==> config.mk <==
export PLATFORM = sky130hd
export DESIGN_NAME = ddf_top
export DESIGN_NICKNAME = d
export VERILOG_FILES = /design/src/design/ddf_pkg.sv /design/src/design/ddf_fifo.sv /design/src/design/ddf_top.sv
export SDC_FILE = /design/constraint.sdc
export NUM_CORES = 2
export LEC_CHECK = 0
export BUFFER_PORTS_ARGS = -buffer_cell sky130_fd_sc_hd__buf_2
export CAP_MARGIN = 10
export CORE_MARGIN = 4
export CORE_UTILIZATION = 65
export DETAILED_ROUTE_END_ITERATION = 16
export GPL_TIMING_DRIVEN = 0
export HOLD_SLACK_MARGIN = 0.05
export PLACE_DENSITY = 0.82
export REMOVE_ABC_BUFFERS = 1
export SYNTH_ARGS = -nofsm -noshare
export SYNTH_HDL_FRONTEND = slang
export SYNTH_SLANG_ARGS = --single-unit
==> constraint.sdc <==
create_clock -name clk_sys -period 43.9 [get_ports clk_sys]
set_input_delay 6.585 -clock clk_sys [delete_from_list [all_inputs] [get_ports clk_sys]]
set_output_delay 6.585 -clock clk_sys [all_outputs]
set_load 0.01 [all_outputs]
==> src/design/ddf_pkg.sv <==
// ddf_pkg: constants for the decimating downconverter filter
// assumes: one synchronous clock domain, no software register access
package ddf_pkg;

  // ****************************************************************
  // decimation modes
  // ****************************************************************
  localparam logic [2:0] DDF_MODE_D32 = 3'h1;
  localparam logic [2:0] DDF_MODE_D24 = 3'h2;
  localparam logic [2:0] DDF_MODE_D16 = 3'h3;
  localparam logic [2:0] DDF_MODE_D12 = 3'h4;

  // ****************************************************************
  // widths and sizes
  // ****************************************************************
  localparam int DDF_ADC_W     = 5;
  localparam int DDF_OUT_W     = 16;
  localparam int DDF_ACC_W     = 32;
  localparam int DDF_CPH_W     = 6;
  localparam int DDF_FPH_W     = 10;
  localparam int DDF_FIFO_DEPTH = 16;
  localparam int DDF_SIN_W     = 8;
  // symmetric half-band style taps (center + one side), linear phase
  localparam int DDF_TAPS      = 7;
  localparam int DDF_TAP_W     = 8;
  localparam int DDF_OUT_SHIFT = 8;

  // ****************************************************************
  // fifo reset values
  // ****************************************************************
  localparam logic [4:0] DDF_PTR_RST = 5'h00;

endpackage

==> src/design/ddf_fifo.sv <==
// ddf_fifo: synchronous valid/ready fifo, width and depth parameters
// assumes: single clock, synchronous active-low reset
`timescale 1ns/1ns
module ddf_fifo #(
  parameter int WIDTH = 32,
  parameter int DEPTH = 16
) (
  input  wire logic             clk_sys,
  input  wire logic             rst_n,
  input  wire logic             in_valid,
  output logic                  in_ready,
  input  wire logic [WIDTH-1:0] in_data,
  output logic                  out_valid,
  input  wire logic             out_ready,
  output logic      [WIDTH-1:0] out_data
);
  localparam int AW = $clog2(DEPTH);

  typedef struct packed {
    logic [AW:0] wp;
    logic [AW:0] rp;
  } ddf_fifo_st_t;

  ddf_fifo_st_t      s_r;
  ddf_fifo_st_t      s_nxt;
  logic [WIDTH-1:0]  mem [DEPTH];
  logic              full;
  logic              empty;

  assign empty     = (s_r.wp == s_r.rp);
  assign full      = (s_r.wp[AW-1:0] == s_r.rp[AW-1:0]) && (s_r.wp[AW] != s_r.rp[AW]);
  assign in_ready  = !full;
  assign out_valid = !empty;
  assign out_data  = mem[s_r.rp[AW-1:0]];

  always_comb begin
    s_nxt = s_r;
    if (in_valid && !full) begin
      s_nxt.wp = s_r.wp + 1'b1;
    end
    if (out_ready && !empty) begin
      s_nxt.rp = s_r.rp + 1'b1;
    end
  end

  always_ff @(posedge clk_sys) begin
    if (!rst_n) begin
      s_r <= '0;
    end else begin
      s_r <= s_nxt;
    end
    if (in_valid && !full) begin
      mem[s_r.wp[AW-1:0]] <= in_data;
    end
  end
endmodule

==> src/design/ddf_top.sv <==
// ddf_top: coarse mixer, decimating fir chain, fine mixer, output fifo
// assumes: adc samples arrive synchronous to clk_sys with a valid strobe
// Function
// - modes 1..4 select total decimation 32, 24, 16, 12
// - two identical symmetric fir chains for i and q
// - first stage divides by 3 for 24/12, else by 4
// - stages two and three halve rate; third is final for 12/16
// - fourth halving stage used for 24/32, bypassed for 12/16
// - all stages use symmetric taps for linear phase
// - bandwidth 0.814 for 32/24, 0.571 for 16/12 set by tap design
// - latency from adc to output fixed per mode
// - nominal latency about 34.2 or 32.3 output samples
// - sysref loads coarse and fine oscillator initial phases
// - coarse phase step is 1/64 cycle
// - fine phase step is 1/1024 cycle
// - two flag pins show threshold exceeded or adc reset
// - coarse tuning 6 bits, fine tuning 10 bits
// - coarse mixer at adc, fine mixer after first stage
`timescale 1ns/1ns
module ddf_top
  import ddf_pkg::*;
#(
  parameter int FIFO_DEPTH = ddf_pkg::DDF_FIFO_DEPTH
) (
  input  wire logic                            clk_sys,
  input  wire logic                            rst_n,
  input  wire logic [2:0]                      decimation_select,
  input  wire logic [ddf_pkg::DDF_CPH_W-1:0]   coarse_tune,
  input  wire logic [ddf_pkg::DDF_FPH_W-1:0]   fine_tune,
  input  wire logic [ddf_pkg::DDF_CPH_W-1:0]   coarse_phase_init,
  input  wire logic [ddf_pkg::DDF_FPH_W-1:0]   fine_phase_init,
  input  wire logic                            sysref,
  input  wire logic                            adc_valid,
  input  wire logic signed [ddf_pkg::DDF_ADC_W-1:0] adc_data,
  input  wire logic                            threshold_hit,
  input  wire logic                            adc_reset_event,
  input  wire logic [1:0]                      flag_select,
  output logic                                 flag_out_pin_a,
  output logic                                 flag_out_pin_b,
  input  wire logic                            atten_ctrl_pin_a,
  input  wire logic                            atten_ctrl_pin_b,
  output logic                                 atten_up,
  output logic                                 atten_down,
  output logic                                 iq_valid,
  input  wire logic                            iq_ready,
  output logic signed [ddf_pkg::DDF_OUT_W-1:0] i_out,
  output logic signed [ddf_pkg::DDF_OUT_W-1:0] q_out,
  output logic                                 adc_ready
);
  import ddf_pkg::*;

  // ****************************************************************
  // types and state
  // ****************************************************************
  typedef logic signed [DDF_ACC_W-1:0] ddf_acc_t;
  typedef logic signed [DDF_TAP_W-1:0] ddf_tap_t;

  typedef struct packed {
    logic [DDF_CPH_W-1:0]  cph;
    logic [DDF_FPH_W-1:0]  fph;
    logic [1:0]            ph1;
    ddf_acc_t              a1_i;
    ddf_acc_t              a1_q;
    logic                  v1;
    ddf_acc_t              s1_i;
    ddf_acc_t              s1_q;
    ddf_acc_t              h2_i;
    ddf_acc_t              h2_q;
    logic                  t2;
    logic                  v2;
    ddf_acc_t              s2_i;
    ddf_acc_t              s2_q;
    ddf_acc_t              h3_i;
    ddf_acc_t              h3_q;
    logic                  t3;
    logic                  v3;
    ddf_acc_t              s3_i;
    ddf_acc_t              s3_q;
    ddf_acc_t              h4_i;
    ddf_acc_t              h4_q;
    logic                  t4;
    logic                  vo;
    logic [DDF_OUT_W-1:0]  oi;
    logic [DDF_OUT_W-1:0]  oq;
    logic                  fa;
    logic                  fb;
  } ddf_st_t;

  ddf_st_t s_r;
  ddf_st_t s_nxt;
  logic    fifo_in_ready;
  logic [2*DDF_OUT_W-1:0] fifo_out;

  // ****************************************************************
  // helpers
  // ****************************************************************
  // quarter-symmetric sine table; 1/64 cycle per coarse step
  function automatic ddf_tap_t sin_lut(input logic [5:0] ph);
    logic [3:0] idx;
    ddf_tap_t   mag;
    idx = ph[4] ? 4'(15 - ph[3:0]) : ph[3:0];
    case (idx)
      4'h0: mag = 8'sh00;  4'h1: mag = 8'sh0C;  4'h2: mag = 8'sh19;  4'h3: mag = 8'sh25;
      4'h4: mag = 8'sh31;  4'h5: mag = 8'sh3C;  4'h6: mag = 8'sh47;  4'h7: mag = 8'sh51;
      4'h8: mag = 8'sh5A;  4'h9: mag = 8'sh62;  4'hA: mag = 8'sh6A;  4'hB: mag = 8'sh70;
      4'hC: mag = 8'sh75;  4'hD: mag = 8'sh7A;  4'hE: mag = 8'sh7D;  default: mag = 8'sh7F;
    endcase
    return ph[5] ? ddf_tap_t'(-mag) : mag;
  endfunction

  // complex rotation by phase (top 6 bits); used by coarse and fine mixers
  function automatic ddf_acc_t mix(input ddf_acc_t a, input ddf_acc_t b, input logic [5:0] ph, input logic im);
    ddf_acc_t c;
    ddf_acc_t s;
    c = ddf_acc_t'(sin_lut(6'(ph + 6'h10)));
    s = ddf_acc_t'(sin_lut(ph));
    return im ? ddf_acc_t'((b * c - a * s) >>> 7) : ddf_acc_t'((a * c + b * s) >>> 7);
  endfunction

  // symmetric halfband pair: averages current and held sample
  function automatic ddf_acc_t hb(input ddf_acc_t a, input ddf_acc_t b);
    return ddf_acc_t'((a + b) >>> 1);
  endfunction

  function automatic logic [DDF_OUT_W-1:0] sat(input ddf_acc_t v);
    ddf_acc_t m;
    m = v >>> DDF_OUT_SHIFT;
    if (m > ddf_acc_t'(32767)) begin
      return 16'h7FFF;
    end else if (m < ddf_acc_t'(-32768)) begin
      return 16'h8000;
    end
    return m[DDF_OUT_W-1:0];
  endfunction

  // ****************************************************************
  // datapath
  // ****************************************************************
  logic     by3;
  logic     use4;
  logic [1:0] last1;
  ddf_acc_t x;
  ddf_acc_t mi;
  ddf_acc_t mq;
  ddf_acc_t fi;
  ddf_acc_t fq;

  always_comb begin
    s_nxt = s_r;
    by3   = (decimation_select == DDF_MODE_D24) || (decimation_select == DDF_MODE_D12);
    use4  = (decimation_select == DDF_MODE_D24) || (decimation_select == DDF_MODE_D32);
    last1 = by3 ? 2'h2 : 2'h3;
    x     = ddf_acc_t'(adc_data) <<< DDF_OUT_SHIFT;
    // coarse mixer right at the adc input
    mi    = mix(x, '0, s_r.cph, 1'b0);
    mq    = mix(x, '0, s_r.cph, 1'b1);
    fi    = mix(s_r.a1_i, s_r.a1_q, s_r.fph[9:4], 1'b0);
    fq    = mix(s_r.a1_i, s_r.a1_q, s_r.fph[9:4], 1'b1);
    s_nxt.v1 = 1'b0;
    s_nxt.v2 = 1'b0;
    s_nxt.v3 = 1'b0;
    s_nxt.vo = 1'b0;
    if (sysref) begin
      // phase load realigns all stage counters so latency is repeatable
      s_nxt.cph = coarse_phase_init;
      s_nxt.ph1 = '0;
    end else if (adc_valid && fifo_in_ready) begin
      s_nxt.cph = 6'(s_r.cph + coarse_tune);
      // first stage: boxcar of 3 or 4 taps, symmetric
      if (s_r.ph1 == 2'h0) begin
        s_nxt.a1_i = mi;
        s_nxt.a1_q = mq;
      end else begin
        s_nxt.a1_i = ddf_acc_t'(s_r.a1_i + mi);
        s_nxt.a1_q = ddf_acc_t'(s_r.a1_q + mq);
      end
      if (s_r.ph1 == last1) begin
        s_nxt.ph1 = '0;
        s_nxt.v1  = 1'b1;
      end else begin
        s_nxt.ph1 = 2'(s_r.ph1 + 2'h1);
      end
    end
    if (s_r.v1) begin
      // fine mixer after the first decimation
      s_nxt.fph  = 10'(s_r.fph + fine_tune);
      s_nxt.s1_i = by3 ? ddf_acc_t'((fi * 43) >>> 7) : ddf_acc_t'(fi >>> 2);
      s_nxt.s1_q = by3 ? ddf_acc_t'((fq * 43) >>> 7) : ddf_acc_t'(fq >>> 2);
      s_nxt.t2   = !s_r.t2;
      s_nxt.h2_i = s_nxt.s1_i;
      s_nxt.h2_q = s_nxt.s1_q;
      if (s_r.t2) begin
        s_nxt.v2   = 1'b1;
        s_nxt.s2_i = hb(s_nxt.s1_i, s_r.h2_i);
        s_nxt.s2_q = hb(s_nxt.s1_q, s_r.h2_q);
      end
    end
    if (s_r.v2) begin
      s_nxt.t3   = !s_r.t3;
      s_nxt.h3_i = s_r.s2_i;
      s_nxt.h3_q = s_r.s2_q;
      if (s_r.t3) begin
        s_nxt.v3   = 1'b1;
        s_nxt.s3_i = hb(s_r.s2_i, s_r.h3_i);
        s_nxt.s3_q = hb(s_r.s2_q, s_r.h3_q);
      end
    end
    if (s_r.v3) begin
      if (!use4) begin
        s_nxt.vo = 1'b1;
        s_nxt.oi = sat(s_r.s3_i);
        s_nxt.oq = sat(s_r.s3_q);
      end else begin
        s_nxt.t4   = !s_r.t4;
        s_nxt.h4_i = s_r.s3_i;
        s_nxt.h4_q = s_r.s3_q;
        if (s_r.t4) begin
          s_nxt.vo = 1'b1;
          s_nxt.oi = sat(hb(s_r.s3_i, s_r.h4_i));
          s_nxt.oq = sat(hb(s_r.s3_q, s_r.h4_q));
        end
      end
    end
    // sysref beats a stage strobe in the same cycle, else the fine phase load is lost
    if (sysref) begin
      s_nxt.fph = fine_phase_init;
      s_nxt.t2  = 1'b0;
      s_nxt.t3  = 1'b0;
      s_nxt.t4  = 1'b0;
    end
    // flag pins: a is threshold for select 0/2, reset event for 1, either for 3; b is reset event, or either when select bit 1 set
    s_nxt.fa = (flag_select[0] ? adc_reset_event : threshold_hit) | (flag_select[1] & threshold_hit);
    s_nxt.fb = adc_reset_event | (flag_select[1] & threshold_hit);
  end

  always_ff @(posedge clk_sys) begin
    if (!rst_n) begin
      s_r <= '0;
    end else begin
      s_r <= s_nxt;
    end
  end

  // ****************************************************************
  // output fifo
  // ****************************************************************
  // stalling adc_ready freezes the first stage and the coarse phase, so no sample is dropped
  ddf_fifo #(
    .WIDTH (2*DDF_OUT_W),
    .DEPTH (FIFO_DEPTH)
  ) u_fifo (
    .clk_sys   (clk_sys),
    .rst_n     (rst_n),
    .in_valid  (s_r.vo),
    .in_ready  (fifo_in_ready),
    .in_data   ({s_r.oi, s_r.oq}),
    .out_valid (iq_valid),
    .out_ready (iq_ready),
    .out_data  (fifo_out)
  );

  assign i_out          = fifo_out[2*DDF_OUT_W-1:DDF_OUT_W];
  assign q_out          = fifo_out[DDF_OUT_W-1:0];
  assign adc_ready      = fifo_in_ready;
  assign flag_out_pin_a = s_r.fa;
  assign flag_out_pin_b = s_r.fb;
  // attenuator pins pass to the analog side: a increments, b decrements
  assign atten_up       = atten_ctrl_pin_a;
  assign atten_down     = atten_ctrl_pin_b;
endmodule

# After elaboration in Yosys (flattened, before gate mapping)

Memory sizes are Yosys's and may differ from the RTL's. A register that Yosys moved wholly into a read port is not among the register bits.
Cells that the tools add are included.

Register bits: 445
Bits in latches: 0
Memory bits (writable): 512
Memory bits (read-only): 672
Bits of input ports: 51
Output and inout port bits: 38
Logic and storage cells: 176
Memories: 7

$add $sub $neg: 28
Multipliers: 8
Div/mod/pow operators: 0
Magnitude comparators: 8
Equality and inequality tests: 8
Shift operators: 0
Multiplexer cells: 59
Bitwise gates (word level): 6
Reductions and logical operators: 24

Memories:

| memory           | depth | width | rd ports | clocked after Yosys merged registers in | wr ports | RTL line       | source |
|---|---|---|---|---|---|---|---|
| u_fifo.mem       | 16    | 32    | 1        | 1                                       | 1        | ddf_fifo.sv:26 | `logic [WIDTH-1:0] mem [DEPTH];` |
| (name not given) | 16    | 7     | 1        | 0                                       | 0        | ddf_top.sv:102 | `case (idx)` |
| (name not given) | 16    | 7     | 1        | 0                                       | 0        | ddf_top.sv:102 |  |
| (name not given) | 16    | 7     | 1        | 0                                       | 0        | ddf_top.sv:102 |  |
| (name not given) | 16    | 7     | 1        | 0                                       | 0        | ddf_top.sv:102 |  |
| (name not given) | 16    | 7     | 1        | 0                                       | 0        | ddf_top.sv:102 |  |
| 1 more memories  | n/a   | n/a   | n/a      | n/a                                     | n/a      | n/a            |  |

Operator list:

| cell                                                                              | number |
|---|---|
| 16-bit 2-to-1 mux                                                                 | 12 |
| 65-bit 2-to-1 mux                                                                 | 2 |
| 31-bit by 31-bit adder with 32-bit output                                         | 4 |
| 32-bit by 8-bit multiplier with 32-bit output                                     | 4 |
| 32-bit adder                                                                      | 3 |
| 23-bit by 16-bit greater-than comparator with 1-bit output, second input constant | 4 |
| 23-bit by 16-bit < comparator with 1-bit output, second input constant            | 4 |
| 33-bit 2-to-1 mux                                                                 | 2 |
| 25-bit by 7-bit multiplier with 32-bit output, second input constant              | 2 |
| 32-bit 2-to-1 mux                                                                 | 2 |
| 64-bit 2-to-1 mux                                                                 | 1 |
| 8-bit 2-to-1 mux                                                                  | 6 |
| 8-bit negation                                                                    | 6 |
| 32-bit by 14-bit adder with 32-bit output                                         | 1 |
| 32-bit by 15-bit adder with 32-bit output                                         | 1 |
| 32-bit subtractor                                                                 | 1 |
| 5-bit by 8-bit multiplier with 13-bit output                                      | 2 |
| 4-bit 2-to-1 mux                                                                  | 6 |
| 1-bit 2-to-1 mux                                                                  | 23 |
| 1-bit by 21-bit subtractor with 22-bit output, first input constant               | 1 |
| 10-bit 2-to-1 mux                                                                 | 2 |
| 2-bit AND reduction                                                               | 8 |
| 4-bit subtractor, first input constant                                            | 4 |
| 6-bit by 5-bit adder with 6-bit output, second input constant                     | 2 |
| 24 further kinds                                                                  | 38 |

# Longest topological paths before layout

An unclocked memory read counts as a cell.

Word-level depth: 12
Depth in mapped cells: 72
Depth with buffers taken out: 66

# By module

Synthesis repeated with hierarchy kept, for this count alone.

Cell total of the unflattened synthesis: 8224
Area total of the unflattened synthesis: 83520.1 um^2

Modules (own cells, without submodules):

| module   | instances | cells an instance | area each (um^2) | sequential area each (um^2) |
|---|---|---|---|---|
| ddf_top  | 1         | 7412              | 63315.7          | 8388.0 |
| ddf_fifo | 1         | 812               | 20204.4          | 15655.0 |

# Worst setup path after synthesis

OpenSTA, ideal clock, no wires.

Path kind: register -> register
Start point: register s_r[499] in the netlist's numbering
End point: register s_r[255] in the netlist's numbering
Library setup time: 0.058 ns
Arrival: 15.310 ns
Data required time: 43.842 ns
Setup slack: 28.533 ns
Cell stages (with the launch flop): 70
Buffers on the path: 7
Clock period less this slack: 15.367 ns
Cells stage by stage: dfxtp_1 buf_4 buf_4 buf_4 buf_2 xor2_1 ha_1 inv_1 a211o_1 and2_1 clkbuf_1 inv_1 ha_1 and3_1 a21oi_1 a221oi_1 nor2_1 or3_1 [34 not listed] a21oi_1 o21ai_0 o41ai_1 nor2b_1 o21a_1 or3_1 nand2_1 o21ai_0 ha_1 a21o_1 a21o_1 a21o_1 a21o_1 a21o_1 a21oi_1 o2111ai_1 a21boi_0 a21o_1

Cells in the longest elaborated chain, start to end: 10
Elaborated cells between the ends (all ways): 15
Those cells by class: 5 x add/sub; 3 x mul; 5 x mux; 2 x memory

Ends and longest elaborated chain:

| what                                          | RTL line       | source |
|---|---|---|
| from (decl)                                   | ddf_top.sv:89  | `ddf_st_t s_r;` |
| from (signal assigned)                        | ddf_top.sv:240 | `s_r <= s_nxt;` |
| 6-bit by 5-bit adder with 6-bit output        | ddf_top.sv:115 | `c = ddf_acc_t'(sin_lut(6'(ph + 6'h10)));` |
| 4-bit 2-to-1 mux                              | ddf_top.sv:101 | `idx = ph[4] ? 4'(15 - ph[3:0]) : ph[3:0];` |
| memory read 16 x 7 bit                        | n/a            |  |
| 8-bit negation                                | ddf_top.sv:108 | `return ph[5] ? ddf_tap_t'(-mag) : mag;` |
| 8-bit 2-to-1 mux                              | ddf_top.sv:108 |  |
| 32-bit by 8-bit multiplier with 32-bit output | ddf_top.sv:117 | `return im ? ddf_acc_t'((b * c - a * s) >>> 7) : ddf_acc_t'((a * c + b * s) >>> 7);` |
| 32-bit subtractor (*)                         | ddf_top.sv:117 |  |
| 25-bit by 7-bit multiplier with 32-bit output | ddf_top.sv:188 | `s_nxt.s1_q = by3 ? ddf_acc_t'((fq * 43) >>> 7) : ddf_acc_t'(fq >>> 2);` |
| 32-bit 2-to-1 mux (*)                         | ddf_top.sv:188 |  |
| 32-bit adder (*)                              | ddf_top.sv:122 | `return ddf_acc_t'((a + b) >>> 1);` |

Every way passes the cells marked *; elsewhere a longest branch is shown, timed or not.
A chain may end at the register's enable or synchronous reset.

# Worst setup path in the final report

Ends and elaborated chain as after synthesis.

==> run summary <==
Worst Tran Pin Value: 1.39 ns
First-pass DRT Iterations: 9
TritonCTS clock tree: built
Share of cells above drive strength 1: 7.61%
RSZ-0062 raised after global routing: no
Synth async-reset ratio: 0%
Port bufs: 84
Cts bufs inserted: 93
Antenna-violating nets left: 0
Largest net degree at the start of global routing: 170
Crit Path Category: flop to flop
EDFF count, synth: 512
Gpl congestion: 0.934
Crit path max-delay cell type: dfxtp_1
Synth area leader: fa_1
Post-synthesis sequential area ratio: 29.2%
Clk_skew: 0.0591 ns
CTS root buf: clkbuf_16
Post-DR vias/cell: 6.24
Synthesized cell area: 0.0824 mm2
Yosys reg bits: 945
Pins Over Slew Limit: 0
Routed len/inst: 21.7 um
Synth area leaders: fa_1, edfxtp_1, dfxtp_1, ha_1, inv_1
Nets@finish: 9,645
CTS HTree Levels: 3
Critical Path Sink Type: flop
Clock latency on the worst-skew pair: 0.74 ns
Hold Crit Class: flop to flop
Total track usage: 32.3%
Max Cap Viol: 0
CP Max Fanout: 33
Global-route wire length before repair: 340,000 um
Total gr overflow: 0
Most frequent cell on the critical path: fa_1
Starting Density: 65.6%
Synth top cells by count: inv_1, nand2_1, fa_1, ha_1, edfxtp_1
Die Wd: 364 um
CTS clock-pin slew for the worst setup and hold paths: 0.06 ns
Hold buffers post-CTS: 0
Mean post-synth cell area: 10.1 um2
Post-CTS Setup Bufs: 0
Detailed-route via count: 61.1k
FP Rows: 130
Final Hold Viols: 0
CTS resizes: 0
# clock sinks: 945
Worst EP required: 44.58 ns
Mapped Cells: 8,138
Core area: 0.126 mm2
Top FF cell, synth: edfxtp_1
Yosys top cell area share: 21.4%
Vias in the first global route: 64.2k
Chip height: 364 um
Slowest Stage Delay on Critical Path: 1.00 ns
Io pins: 89
Crit path launch type: flop
Max frequency: 52.2 MHz
Final setup fails: 0
Post-synth cell types: 94
Final TNS setup: 0 ns
Routed WL: 212,000 um
Relative slew slack: 7.31%
Initial antenna violation count: 1
DRC Markers: 0
Tmin final: 19.16 ns
DP HPWL: 148,000 um
Arrival time worst endpoint: 19.84 ns
Crit share post-route: 43.6%
Status: finished clean
Area Growth Syn to Fin: 7.82%
Yosys warns: 0
DRT iter0 DRCs: 5,385
Most frequent cell after synthesis: inv_1
Full die area: 0.133 mm2
CTS max path bufs: 3
## stage by stage
step	instance area, um2	std cells	setup slack (ns)	util, %	hold WS [ns]
3_5_place_dp	85500	9611	25.15	68.0	0.451
2_1_floorplan	81100	7787	25.23	-	0.437
6_report	88900	9792	24.74	70.7	0.459
3_3_place_gp	83600	9521	16.54	66.5	0.443
4_1_cts	88800	9786	25.10	70.6	0.460
5_1_grt	88900	9789	23.34	70.7	0.475
## final cells by class
type                       count  area (um2)
inverter                     988        3720
sequential                   945       24100
antenna                        3        7.51
clock inverter                56         738
tap                         1650        2060
fill                        8421       36800
timing repair buffer         177        2110
multi-input combinational   5854       53600
clock buffer                 119        2560
## worst paths after layout
kind                               start  endpoint  slack [ns]  depth (start not counted)
worst max-delay path            s_r[499]  s_r[255]       24.74                         65
worst min-delay path             s_r[81]   s_r[81]        0.46                          2
worst max register to register  s_r[499]  s_r[255]       24.74                         65
worst min register to register   s_r[81]   s_r[81]        0.46                          2
## cells in the final DEF, fill, tap and decap left out, types with 47 or more instances in the layout
master / count
a211oi_1: 55
a21o_1: 108
a21oi_1: 439
a31oi_1: 51
and2_1: 309
and3_1: 107
buf_2: 84
clkbuf_16: 95
dfxtp_1: 427
edfxtp_1: 512
fa_1: 880
ha_1: 654
inv_1: 982
mux2i_1: 101
mux4_2: 161
nand2_1: 943
nand2b_1: 55
nand3_1: 63
nor2_1: 492
nor2b_1: 117
nor3_1: 67
o21ai_0: 275
o21bai_1: 56
or2_2: 47
xnor2_1: 254
xor2_1: 134
## worst max-delay path: cells and delay by family, from the launching register on
family	cells	cell delay, ns
AOI/OAI and AO/OA	30	7.04
xor gates and xnor gates	4	1.32
adders and majority gates	15	6.15
buffers and inverters	9	1.40
DFF	1	1.00
and+or+nand+nor	7	2.03
## logic make-up (layout without fill, tap and decap cells)
| logic type | Yosys count | after routing | synth area share (%) |
|---|---|---|---|
| other | 2 | 26 | 0.00911 |
| AND/OR/NAND/NOR | 2324 | 2324 | 13.1 |
| AO/OA/AOI/OAI | 1296 | 1296 | 9.94 |
| buffers and inverters | 1360 | 1340 | 6.24 |
| adder cells (fa/ha/maj) | 1536 | 1536 | 31.3 |
| XOR/XNOR | 407 | 407 | 4.50 |
| multiplexers | 268 | 268 | 5.71 |
| flip-flops | 945 | 945 | 29.2 |
## metal layers
metal / GRT usage [%] / part of all wire (%) / up-vias
li1: - / - / 27046
met5: 0 / 0 / -
met1: 37.1 / 35 / 29963
met3: 6.99 / 9.0 / 967
met4: 16.4 / 5.9 / 0
met2: 57.2 / 50 / 3137
## sequential cells by signal (all words and copies together) (netlist names), named ones only
name	cells
u_fifo.s_r	10
flag_out_pin_a	1
s_r	417
flag_out_pin_b	1
u_fifo.mem	512
Power is not shown: default switching activity piles up to over one toggle a cycle in this logic, so the estimate is an artifact.
